**src/rtl/sehl_pkg.sv**
```systemverilog
// constants shared by the error header log and its read port
package sehl_pkg;
   // config offsets of the four log words
   localparam logic [11:0] OFS_WORD0     = 12'h13c;
   localparam logic [11:0] OFS_WORD1     = 12'h140;
   localparam logic [11:0] OFS_WORD2     = 12'h144;
   localparam logic [11:0] OFS_WORD3     = 12'h148;
   // word1 field positions (log bits 39:36 and 43:40)
   localparam int          CMD_LO_LSB    = 4;
   localparam int          CMD_HI_LSB    = 8;
   localparam int          CMD_WIDTH     = 4;
   // value of every log word after reset
   localparam logic [31:0] LOG_RESET     = 32'h0000_0000;
   localparam logic [3:0]  CMD_RESET     = 4'h0;
   // cycles from a taken access to its acknowledge
   localparam int          READ_LATENCY  = 2;
   // index of each word in the log
   typedef enum logic [1:0] {
      WORD_ATTR = 2'b00,
      WORD_CMD  = 2'b01,
      WORD_ALO  = 2'b10,
      WORD_AHI  = 2'b11
   } sehl_word_e;
endpackage

```
**src/rtl/sehl_log_if.sv**
```systemverilog
// link between the access logic and the log storage
`timescale 1ns/1ns
interface sehl_log_if;
   logic                  fundamental_reset_n_n;     // fundamental reset, low active
   logic                  cap_valid;  // one-cycle capture strobe
   logic                  cap_dual;   // two address phases
   logic [31:0]           cap_ad_lo;  // first phase address
   logic [31:0]           cap_ad_hi;  // second phase address
   logic [3:0]            cap_cbe_lo; // first phase command
   logic [3:0]            cap_cbe_hi; // second phase command
   logic                  rd_en;      // word read request
   sehl_pkg::sehl_word_e  rd_index;   // word selected
   logic [31:0]           rd_data;    // registered read data

   modport core  (output fundamental_reset_n_n, cap_valid, cap_dual, cap_ad_lo,
                  cap_ad_hi, cap_cbe_lo, cap_cbe_hi, rd_en, rd_index,
                  input rd_data);
   modport store (input fundamental_reset_n_n, cap_valid, cap_dual, cap_ad_lo,
                  cap_ad_hi, cap_cbe_lo, cap_cbe_hi, rd_en, rd_index,
                  output rd_data);
endinterface

```
**src/rtl/sehl_log_store.sv**
```systemverilog
// storage of the captured header log with registered read data
`timescale 1ns/1ns
module sehl_log_store (
   input  wire logic CLK,     // system clock
   sehl_log_if.store lif      // capture and read port
);
   logic [31:0] addr_lo_q;
   logic [31:0] addr_hi_q;
   logic [3:0]  cmd_lo_q;
   logic [3:0]  cmd_hi_q;
   logic [31:0] rd_data_q;

   // latest error always overwrites, cleared only by fundamental reset
   always_ff @(posedge CLK) begin
      if (!lif.fundamental_reset_n_n) begin
         addr_lo_q <= sehl_pkg::LOG_RESET;
         addr_hi_q <= sehl_pkg::LOG_RESET;
         cmd_lo_q  <= sehl_pkg::CMD_RESET;
         cmd_hi_q  <= sehl_pkg::CMD_RESET;
      end else if (lif.cap_valid) begin
         addr_lo_q <= lif.cap_ad_lo;
         addr_hi_q <= lif.cap_dual ? lif.cap_ad_hi
                                   : sehl_pkg::LOG_RESET;
         cmd_lo_q  <= lif.cap_cbe_lo;
         cmd_hi_q  <= lif.cap_dual ? lif.cap_cbe_hi
                                   : sehl_pkg::CMD_RESET;
      end
   end

   // read mux, zero when idle so a write or miss returns zero
   always_ff @(posedge CLK) begin
      if (!lif.fundamental_reset_n_n) begin
         rd_data_q <= sehl_pkg::LOG_RESET;
      end else if (!lif.rd_en) begin
         rd_data_q <= sehl_pkg::LOG_RESET;
      end else begin
         rd_data_q <= sehl_pkg::LOG_RESET;
         unique case (lif.rd_index)
            sehl_pkg::WORD_ATTR: begin
               rd_data_q <= sehl_pkg::LOG_RESET;
            end
            sehl_pkg::WORD_CMD: begin
               // upper bits stay zero, reserved field
               rd_data_q[sehl_pkg::CMD_LO_LSB +: sehl_pkg::CMD_WIDTH]
                  <= cmd_lo_q;
               rd_data_q[sehl_pkg::CMD_HI_LSB +: sehl_pkg::CMD_WIDTH]
                  <= cmd_hi_q;
            end
            sehl_pkg::WORD_ALO: begin
               rd_data_q <= addr_lo_q;
            end
            sehl_pkg::WORD_AHI: begin
               rd_data_q <= addr_hi_q;
            end
         endcase
      end
   end

   assign lif.rd_data = rd_data_q;
endmodule

```
**src/rtl/sehl_header_log.sv**
```systemverilog
// secondary error header log: capture staging and config read port
//
// Overview of operation
// - latest error capture overwrites earlier log contents
// - words 31:0 at 13Ch, 63:32 at 140h
// - words 95:64 at 144h, 127:96 at 148h
// - first phase AD to 95:64, second 127:96
// - single address phase writes zero to 127:96
// - first phase command stored in bits 39:36
// - dual cycle second phase command in 43:40
// - reserved bits 63:44 always read zero
// - attribute bits 35:0 always read zero
// - log cleared only by fundamental reset
// - all words read-only, zero after reset
`timescale 1ns/1ns
module sehl_header_log (
   input  wire logic        CLK,              // 100 MHz clock
   input  wire logic        RESET_N,          // access logic reset
   input  wire logic        PLATFORM_RESET_N, // platform reset
   input  wire logic        GLOBAL_RESET_N,   // global reset
   input  wire logic        ERR_CAPTURE,      // error strobe
   input  wire logic        ERR_DUAL,         // dual address cycle
   input  wire logic [31:0] ERR_AD_FIRST,     // first phase AD
   input  wire logic [31:0] ERR_AD_SECOND,    // second phase AD
   input  wire logic [3:0]  ERR_CBE_FIRST,    // first phase C/BE
   input  wire logic [3:0]  ERR_CBE_SECOND,   // second phase C/BE
   input  wire logic        CFG_RD,           // config read strobe
   input  wire logic        CFG_WR,           // config write strobe
   input  wire logic [11:0] CFG_ADDR,         // extended byte offset
   input  wire logic [31:0] CFG_WDATA,        // write data, unused
   output logic             CFG_ACK,          // access done pulse
   output logic [31:0]      CFG_RDATA         // read data
);
   sehl_log_if lif ();

   // reset nets
   logic                 fundamental_reset_n;
   logic                 bus_rst_n;
   // access pipeline
   logic [2:0]           dec_word;
   logic                 req_q;
   logic                 ack_stage_q;
   logic                 rd_q;
   logic                 hit_q;
   sehl_pkg::sehl_word_e index_q;
   // capture staging
   logic                 cap_q;
   logic                 dual_q;
   logic [31:0]          ad_lo_q;
   logic [31:0]          ad_hi_q;
   logic [3:0]           cbe_lo_q;
   logic [3:0]           cbe_hi_q;
   // output flops
   logic                 ack_q;
   logic [31:0]          rdata_q;
   logic                 unused_wdata;

   // map a byte offset to a log word, hit flag in the top bit
   function automatic logic [2:0] decode_word(input logic [11:0] a);
      logic [2:0] r;
      r = 3'b000;
      unique case (a)
         sehl_pkg::OFS_WORD0: r = {1'b1, sehl_pkg::WORD_ATTR};
         sehl_pkg::OFS_WORD1: r = {1'b1, sehl_pkg::WORD_CMD};
         sehl_pkg::OFS_WORD2: r = {1'b1, sehl_pkg::WORD_ALO};
         sehl_pkg::OFS_WORD3: r = {1'b1, sehl_pkg::WORD_AHI};
         default:             r = 3'b000;
      endcase
      return r;
   endfunction

   // either reset pin asserts the fundamental reset
   assign fundamental_reset_n = PLATFORM_RESET_N & GLOBAL_RESET_N;
   // access pipeline also drops on fundamental reset
   assign bus_rst_n = RESET_N & fundamental_reset_n;
   assign unused_wdata = ^CFG_WDATA;
   // offset decode shared by the hit flag and the word index
   assign dec_word = decode_word(CFG_ADDR);

   // capture strobe; fundamental reset only, so that a
   // function-level reset cannot lose an error in flight
   always_ff @(posedge CLK) begin
      if (!fundamental_reset_n) begin
         cap_q <= 1'b0;
      end else begin
         cap_q <= ERR_CAPTURE;
      end
   end

   // address width flag, sampled with the strobe
   always_ff @(posedge CLK) begin
      if (!fundamental_reset_n) begin
         dual_q <= 1'b0;
      end else begin
         dual_q <= ERR_DUAL;
      end
   end

   // first phase address
   always_ff @(posedge CLK) begin
      if (!fundamental_reset_n) begin
         ad_lo_q <= sehl_pkg::LOG_RESET;
      end else begin
         ad_lo_q <= ERR_AD_FIRST;
      end
   end

   // second phase address, dropped later for single cycles
   always_ff @(posedge CLK) begin
      if (!fundamental_reset_n) begin
         ad_hi_q <= sehl_pkg::LOG_RESET;
      end else begin
         ad_hi_q <= ERR_AD_SECOND;
      end
   end

   // first phase command
   always_ff @(posedge CLK) begin
      if (!fundamental_reset_n) begin
         cbe_lo_q <= sehl_pkg::CMD_RESET;
      end else begin
         cbe_lo_q <= ERR_CBE_FIRST;
      end
   end

   // second phase command, dropped later for single cycles
   always_ff @(posedge CLK) begin
      if (!fundamental_reset_n) begin
         cbe_hi_q <= sehl_pkg::CMD_RESET;
      end else begin
         cbe_hi_q <= ERR_CBE_SECOND;
      end
   end

   // request flag; reads and writes are both taken and
   // acknowledged, back to back if need be
   always_ff @(posedge CLK) begin
      if (!bus_rst_n) begin
         req_q <= 1'b0;
      end else begin
         req_q <= CFG_RD | CFG_WR;
      end
   end

   // read flag; read wins if both strobes come together,
   // and a lone write never reaches the store
   always_ff @(posedge CLK) begin
      if (!bus_rst_n) begin
         rd_q <= 1'b0;
      end else begin
         rd_q <= CFG_RD;
      end
   end

   // hit flag; offsets between or beside the log words
   // miss and read back zero
   always_ff @(posedge CLK) begin
      if (!bus_rst_n) begin
         hit_q <= 1'b0;
      end else begin
         hit_q <= dec_word[2];
      end
   end

   // word index for the store read mux
   always_ff @(posedge CLK) begin
      if (!bus_rst_n) begin
         index_q <= sehl_pkg::WORD_ATTR;
      end else begin
         index_q <= sehl_pkg::sehl_word_e'(dec_word[1:0]);
      end
   end

   // second stage waits for the registered store data
   always_ff @(posedge CLK) begin
      if (!bus_rst_n) begin
         ack_stage_q <= 1'b0;
      end else begin
         ack_stage_q <= req_q;
      end
   end

   // acknowledge, two edges after the take
   always_ff @(posedge CLK) begin
      if (!bus_rst_n) begin
         ack_q <= 1'b0;
      end else begin
         ack_q <= ack_stage_q;
      end
   end

   // read data; zero outside the ack cycle because the store
   // idles its read register at zero, so misses and writes read zero
   always_ff @(posedge CLK) begin
      if (!bus_rst_n) begin
         rdata_q <= sehl_pkg::LOG_RESET;
      end else begin
         rdata_q <= lif.rd_data;
      end
   end

   // capture side of the store port; config writes never reach it
   assign lif.fundamental_reset_n_n     = fundamental_reset_n;
   assign lif.cap_valid  = cap_q;
   assign lif.cap_dual   = dual_q;
   assign lif.cap_ad_lo  = ad_lo_q;
   assign lif.cap_ad_hi  = ad_hi_q;
   assign lif.cap_cbe_lo = cbe_lo_q;
   assign lif.cap_cbe_hi = cbe_hi_q;
   // read side of the store port
   assign lif.rd_en      = req_q & rd_q & hit_q;
   assign lif.rd_index   = index_q;

   // log storage with registered read data
   sehl_log_store u_store (
      .CLK (CLK),
      .lif (lif.store)
   );

   // top outputs straight from flops
   assign CFG_ACK   = ack_q;
   assign CFG_RDATA = rdata_q;
endmodule

```
**config.mk**
```make
export PLATFORM = sky130hd
export DESIGN_NAME = sehl_header_log
export DESIGN_NICKNAME = d
export VERILOG_FILES = /design/src/rtl/sehl_pkg.sv /design/src/rtl/sehl_log_if.sv /design/src/rtl/sehl_log_store.sv /design/src/rtl/sehl_header_log.sv
export SDC_FILE = /design/constraint.sdc
export NUM_CORES = 1
export LEC_CHECK = 0
export CELL_PAD_IN_SITES_DETAIL_PLACEMENT = 1
export CELL_PAD_IN_SITES_GLOBAL_PLACEMENT = 2
export CORE_ASPECT_RATIO = 1.5
export CORE_UTILIZATION = 25
export CTS_BUF_LIST = sky130_fd_sc_hd__clkbuf_8 sky130_fd_sc_hd__clkbuf_16
export DETAILED_ROUTE_END_ITERATION = 10
export DONT_BUFFER_PORTS = 1
export PLACE_DENSITY_LB_ADDON = 0.25
export REMOVE_ABC_BUFFERS = 1
export SYNTH_ARGS = -nofsm -noshare
export SYNTH_HDL_FRONTEND = slang
export SYNTH_SLANG_ARGS = --single-unit
```
**constraint.sdc**
```tcl
create_clock -name CLK -period 1.7 [get_ports CLK]
set_clock_uncertainty 0.05 [all_clocks]
set_input_delay 0.34 -clock CLK [delete_from_list [all_inputs] [get_ports CLK]]
set_output_delay 0.34 -clock CLK [all_outputs]
set_load 0.05 [all_outputs]
```
# Yosys cells after proc, flatten, opt, wreduce, memory -nomap -nowiden

Index checks and enable logic that the tools add are counted.

Word-level logic and storage cells: 38
Output and inout port bits: 33
Input port bits: 124
Register bits after elaboration: 217

Reduce and logical (&&, ||, !) cells: 2
Equal/unequal tests: 7
Muxes and demuxes: 6
Bitwise logic cells: 5

Operators by type and width:

| operator                                       | count |
|---|---|
| == test 12 x 9 -> 1 bit, second input constant | 4 |
| case mux 20 bit (2 select lines)               | 1 |
| 2-to-1 mux 32 bit                              | 1 |
| case mux 8 bit (4 select lines)                | 1 |
| case mux 3 bit (4 select lines)                | 1 |
| case mux 4 bit (2 select lines)                | 1 |
| bitwise AND 1 bit                              | 4 |
| == test 2 bit, second input constant           | 2 |
| 2-to-1 mux 4 bit                               | 1 |
| == test 2 x 1 -> 1 bit, second input constant  | 1 |
| logical NOT 2 bit                              | 1 |
| AND reduction 2 bit                            | 1 |
| OR 1 bit                                       | 1 |

# Longest topological paths before layout

Word-level depth: 3
Gate-level depth with buffers: 6
Mapped depth without buffers: 3

# Modules after synthesis

A second synthesis with hierarchy kept.

Cells, all modules: 641
Area, all modules: 7,349.5 µm²

By module, submodules not included:

| module          | seq. area each (µm²) | cells each | area each (µm²) | instances |
|---|---|---|---|---|
| sehl_log_store  | 2,082.0              | 382        | 4,207.8         | 1 |
| sehl_header_log | 2,262.2              | 259        | 3,141.8         | 1 |

# Worst setup path after synthesis

No wires, ideal clock.

Path type: register to register
Start point: reg index_q[0]
End point: reg u_store.rd_data_q[10], in the netlist u_store.lif.rd_data[10]
Buffers on the path: 2
Setup time: 121 ps
Period minus slack after synthesis: 1,164 ps
Required time: 1,529 ps
Cell stages (with the launch flop): 6
Path slack: 536 ps
Arrival time: 993 ps
Cell sequence: dfxtp_1 buf_6 buf_12 mux2_4 a22oi_2 nor2_1

Cells in the longest elaborated chain, start to end: 2
Elaborated cells on any way between the ends: 5
Classes of those cells: 3 x eq/ne; 1 x mux; 1 x reduce/logical

Ends and longest elaborated chain:

| item                                  | RTL line               | text |
|---|---|---|
| start, declared                       | sehl_header_log.sv:45  | `sehl_pkg::sehl_word_e index_q;` |
| start signal, assigned                | sehl_header_log.sv:168 | `index_q <= sehl_pkg::WORD_ATTR;` |
| start signal, assigned                | sehl_header_log.sv:170 | `index_q <= sehl_pkg::sehl_word_e'(dec_word[1:0]);` |
| == test 2 bit (tied with other cells) | sehl_log_store.sv:38   | `unique case (lif.rd_index)` |
| case mux 8 bit (4 select lines) (*)   | sehl_log_store.sv:38   |  |
| end signal, assigned                  | sehl_log_store.sv:35   | `rd_data_q <= sehl_pkg::LOG_RESET;` |
| end signal, assigned                  | sehl_log_store.sv:37   | `rd_data_q <= sehl_pkg::LOG_RESET;` |
| end signal, assigned                  | sehl_log_store.sv:40   | `rd_data_q <= sehl_pkg::LOG_RESET;` |
| end, declared                         | sehl_log_store.sv:11   | `logic [31:0] rd_data_q;` |

Mark *: on every way between the ends. The rest lies on a longest branch, timed or not.
A chain may end at the register's enable or synchronous reset.

# Final worst setup path

Start point: in CFG_ADDR[3]
End point: reg hit_q

Cells in the longest elaborated chain, start to end: 2
Elaborated cells on any way between the ends: 5
Classes of those cells: 4 x eq/ne; 1 x mux

Ends and longest elaborated chain:

| item                                | RTL line               | text |
|---|---|---|
| start, declared                     | sehl_header_log.sv:29  | `input wire logic [11:0] CFG_ADDR,` |
| == test 12 x 9 -> 1 bit             | sehl_header_log.sv:62  | `unique case (a)` |
| case mux 3 bit (4 select lines) (*) | sehl_header_log.sv:62  |  |
| end signal, assigned                | sehl_header_log.sv:161 | `hit_q <= dec_word[2];` |
| end, declared                       | sehl_header_log.sv:44  | `logic hit_q;` |

Marks and branches as above.

==> impl_summary.log <==
INFO  metric outcome = finished, violations left
INFO  metric failed_checks = DRC
INFO  metric design.portCount = 157
INFO  metric fp.dieArea = 28800 µm²
INFO  metric floorplan.initialDensity = 0.256
INFO  metric syn-instance-count = 647
INFO  metric critical_path_arrival = 1.99 ns
INFO  metric syn_area_per_cell = 10.9 µm²
INFO  metric mappedNetlistArea = 7020 µm²
INFO  metric final.fill_count = 2985
INFO  metric cp-end-kind = register
INFO  metric vias_in_the_first_global_route = 5304
INFO  metric fin_tns_setup = 0 ns
INFO  metric lkg_pwr = 3.59 nW
INFO  metric relSlewSlack = 0.632
INFO  metric asyncSetResetFlopFracSynth = 0
INFO  metric synth-edff-count = 0
INFO  metric crit_type = in2reg
INFO  metric numClockSinks = 217
INFO  metric finalHoldViolations = 0
INFO  metric die_h = 207 µm
INFO  metric global_route.usage.total = 0.130
INFO  metric remaining_drc_errors = 6
INFO  metric drtPass1Iterations = 7
INFO  metric final_weighted_congestion_in_routability_driven_placement = 0.689
INFO  metric critical_path_required = 2.09 ns
INFO  metric worst_hold_slack = 0.0211 ns
INFO  metric synth.distinct_cells = 27
INFO  metric floorplan_row_count = 74
INFO  metric synth_seq_cells = 217
INFO  metric fp.dieW = 139 µm
INFO  metric worst_slew_pin_slew = 0.552 ns
INFO  metric detail-route-antenna-nets = 0
INFO  metric grt_setup_unrepaired = false
INFO  metric path_max_fanout = 2
INFO  metric vdd.ir_drop.worst = 577 µV
INFO  metric area.growth.synth_to_final = 29.2%
INFO  metric worst_setup_hold_path_clk_slew = 0.06 ns
INFO  metric power_density_over_the_cells = 1180 nW/µm²
INFO  metric cts_buf_count = 23
INFO  metric port_buffers = 0
INFO  metric clockRootBuffer = clkbuf_16
INFO  metric share_of_synthesized_area_occupied_by_flip_flops_and_latches = 0.619
INFO  metric fin_crit_sh = 0.942
INFO  metric detailedRoute.firstIterationViolations = 163
INFO  metric clkLatencyLatePin = 0.51 ns
INFO  metric route.detailed.vias_per_inst = 4.34
INFO  metric nets = 851
INFO  metric route.detailed.wl_per_inst = 17.0 µm
INFO  metric fin_cells = 1083
INFO  metric layout_min_cycle_time = 1.60 ns
INFO  metric clock_tree_from_tritoncts = yes
INFO  metric largest_net_degree_at_the_start_of_global_routing = 74
INFO  metric clock_path_buffers = 3
INFO  metric antenna_found_initial = 0
INFO  metric design.core.area = 27400 µm²
INFO  metric setup-violations-final = 0
INFO  metric final_layout_size_suffix_gt1_frac = 0.0958
INFO  metric postLayoutCoreUtil = 0.331
INFO  metric n_antenna_cell = 0
INFO  metric finalWirelength = 18400 µm
INFO  metric timing.hold.worst.class = in2reg
INFO  metric htree_levels = 1
INFO  metric max_capacitance_violation_count = 0
INFO  metric yosys_most_used_dff = dfxtp_1
INFO  metric post-place-ws = 0.0765 ns
INFO  metric wire_length_of_the_first_global_routing_pass = 28800 µm
INFO  metric critPathLaunchType = input port
INFO  metric hpwl = 10200 µm
INFO  metric slew_viol_final = 0
INFO  metric route.vias.total = 4703
INFO  metric maxClockFrequency = 624 MHz
INFO  metric post-route-worst-setup-slack = 0.0987 ns
INFO  metric synthesis.yosys.warnings = 0
INFO  metric post-place-cells = 953
INFO  metric remaining_global_route_overflow = 0
## worst max-delay path: stages
cell           delay, ns
dlygate4sd3_1       0.58
nand2_1             0.09
or3_1               0.30
dlygate4sd3_1       0.56
a21oi_1             0.13
## report_power, final
group          total (mW)  internal (mW)  switching [mW]  leakage (nW)
sequential           5.19           5.16          0.0250          1.76
clock                5.15           3.17            1.98         0.393
combinational       0.404          0.223           0.181          1.43
total                10.7           8.55            2.19          3.59
## sequential cells by signal, summed over array words and instances (netlist names)
| name | flops |
|---|---|
| CFG_RDATA | 32 |
| u_store.addr_hi_q | 32 |
| index_q | 2 |
| u_store.lif.rd_data | 32 |
| ad_hi_q | 32 |
| cbe_hi_q | 4 |
| u_store.cmd_lo_q | 4 |
| cbe_lo_q | 4 |
| dual_q | 1 |
| ad_lo_q | 32 |
| u_store.addr_lo_q | 32 |
| ack_stage_q | 1 |
| req_q | 1 |
| cap_q | 1 |
| hit_q | 1 |
| CFG_ACK | 1 |
| u_store.cmd_hi_q | 4 |
| rd_q | 1 |
## area by class of cell
| cell class | instances | area, µm² | area share |
|---|---|---|---|
| Clock buffer | 29 | 658 | 0.0725 |
| Clock inverter | 10 | 126 | 0.0139 |
| Multi-Input combinational cell | 383 | 2420 | 0.267 |
| Sequential cell | 217 | 4350 | 0.479 |
| Tap cell | 342 | 428 | 0.0471 |
| Timing Repair Buffer | 102 | 1090 | 0.120 |
## cell usage after synthesis (2+ instances only)
cell | instances | area [µm²]
a21oi_1 | 35 | 175
a21oi_2 | 2 | 17.5
a22oi_1 | 4 | 30.0
a22oi_2 | 4 | 50.1
and2_1 | 37 | 231
and3_1 | 76 | 475
buf_2 | 8 | 40.0
buf_4 | 4 | 30.0
buf_6 | 8 | 90.1
clkbuf_1 | 24 | 90.1
clkbuf_2 | 2 | 10.0
dfxtp_1 | 217 | 4340
mux2_2 | 4 | 45.0
mux2_4 | 4 | 60.1
mux2i_1 | 60 | 601
nand2_1 | 5 | 18.8
nor2_1 | 106 | 398
nor2b_1 | 37 | 231
nor3b_1 | 2 | 15.0
## routing by layer
metal	global-route usage	routed length, µm	vias to the layer above
met5	0	0	-
met4	0.0575	476	0
met3	0.0212	712	31
met2	0.246	9790	90
met1	0.139	7370	2290
li1	-	-	2292
## path summary, 6_finish.rpt
| path | start | end | slack (ns) | cells past startpoint |
|---|---|---|---|---|
| max | CFG_ADDR[3] | hit_q$_SDFF_PN0_ | 0.1 | 5 |
| min | ERR_CAPTURE | cap_q$_SDFF_PN0_ | 0.02 | 1 |
| max reg2reg | index_q[0]$_SDFF_PN0_ | u_store.lif.rd_data[13]$_SDFF_PN0_ | 0.26 | 3 |
| min reg2reg | u_store.lif.rd_data[16]$_SDFF_PN0_ | CFG_RDATA[16]$_SDFF_PN0_ | 0.38 | 1 |
## cells in the final DEF, fill, tap and decap left out, types with 4 or more instances in the layout
cell | synthesis | final
a21oi_1 | 35 | 35
a22oi_1 | 4 | 4
a22oi_2 | 4 | 4
and2_1 | 37 | 36
and3_1 | 76 | 75
buf_12 | 1 | 5
buf_4 | 4 | 6
clkbuf_16 | 0 | 23
clkbuf_8 | 0 | 6
dfxtp_1 | 217 | 215
dlygate4sd3_1 | 0 | 88
mux2_2 | 4 | 4
mux2_4 | 4 | 4
mux2i_1 | 60 | 60
nand2_1 | 5 | 4
nor2_1 | 106 | 106
nor2b_1 | 37 | 37
## stage by stage
step                power [mW]  cell area, µm²
global placement          5.49            7330
CTS                       11.0            9050
detailed placement        5.49            7330
floorplan                 5.41            6740
global route              11.2            9080
finish                    10.7            9080
## timing repair
item                       CTS  global route
hold buffers                90             1
setup buffers                0             0
setup endpoints to repair    0            10
gates resized for setup      0             4
hold endpoints to repair    78             1
## cell families (layout without fill, tap and decap cells)
logic type,count (synthesis),after routing,share of synthesized area
multiplexers,68,68,0.100
AND/OR/NAND/NOR,268,268,0.200
AO/OA/AOI/OAI,46,46,0.0399
flip-flops,217,217,0.619
buffers and inverters,47,141,0.0399
XOR/XNOR,1,1,0.00125
No activity file was read; power rests on OpenSTA's default activity.
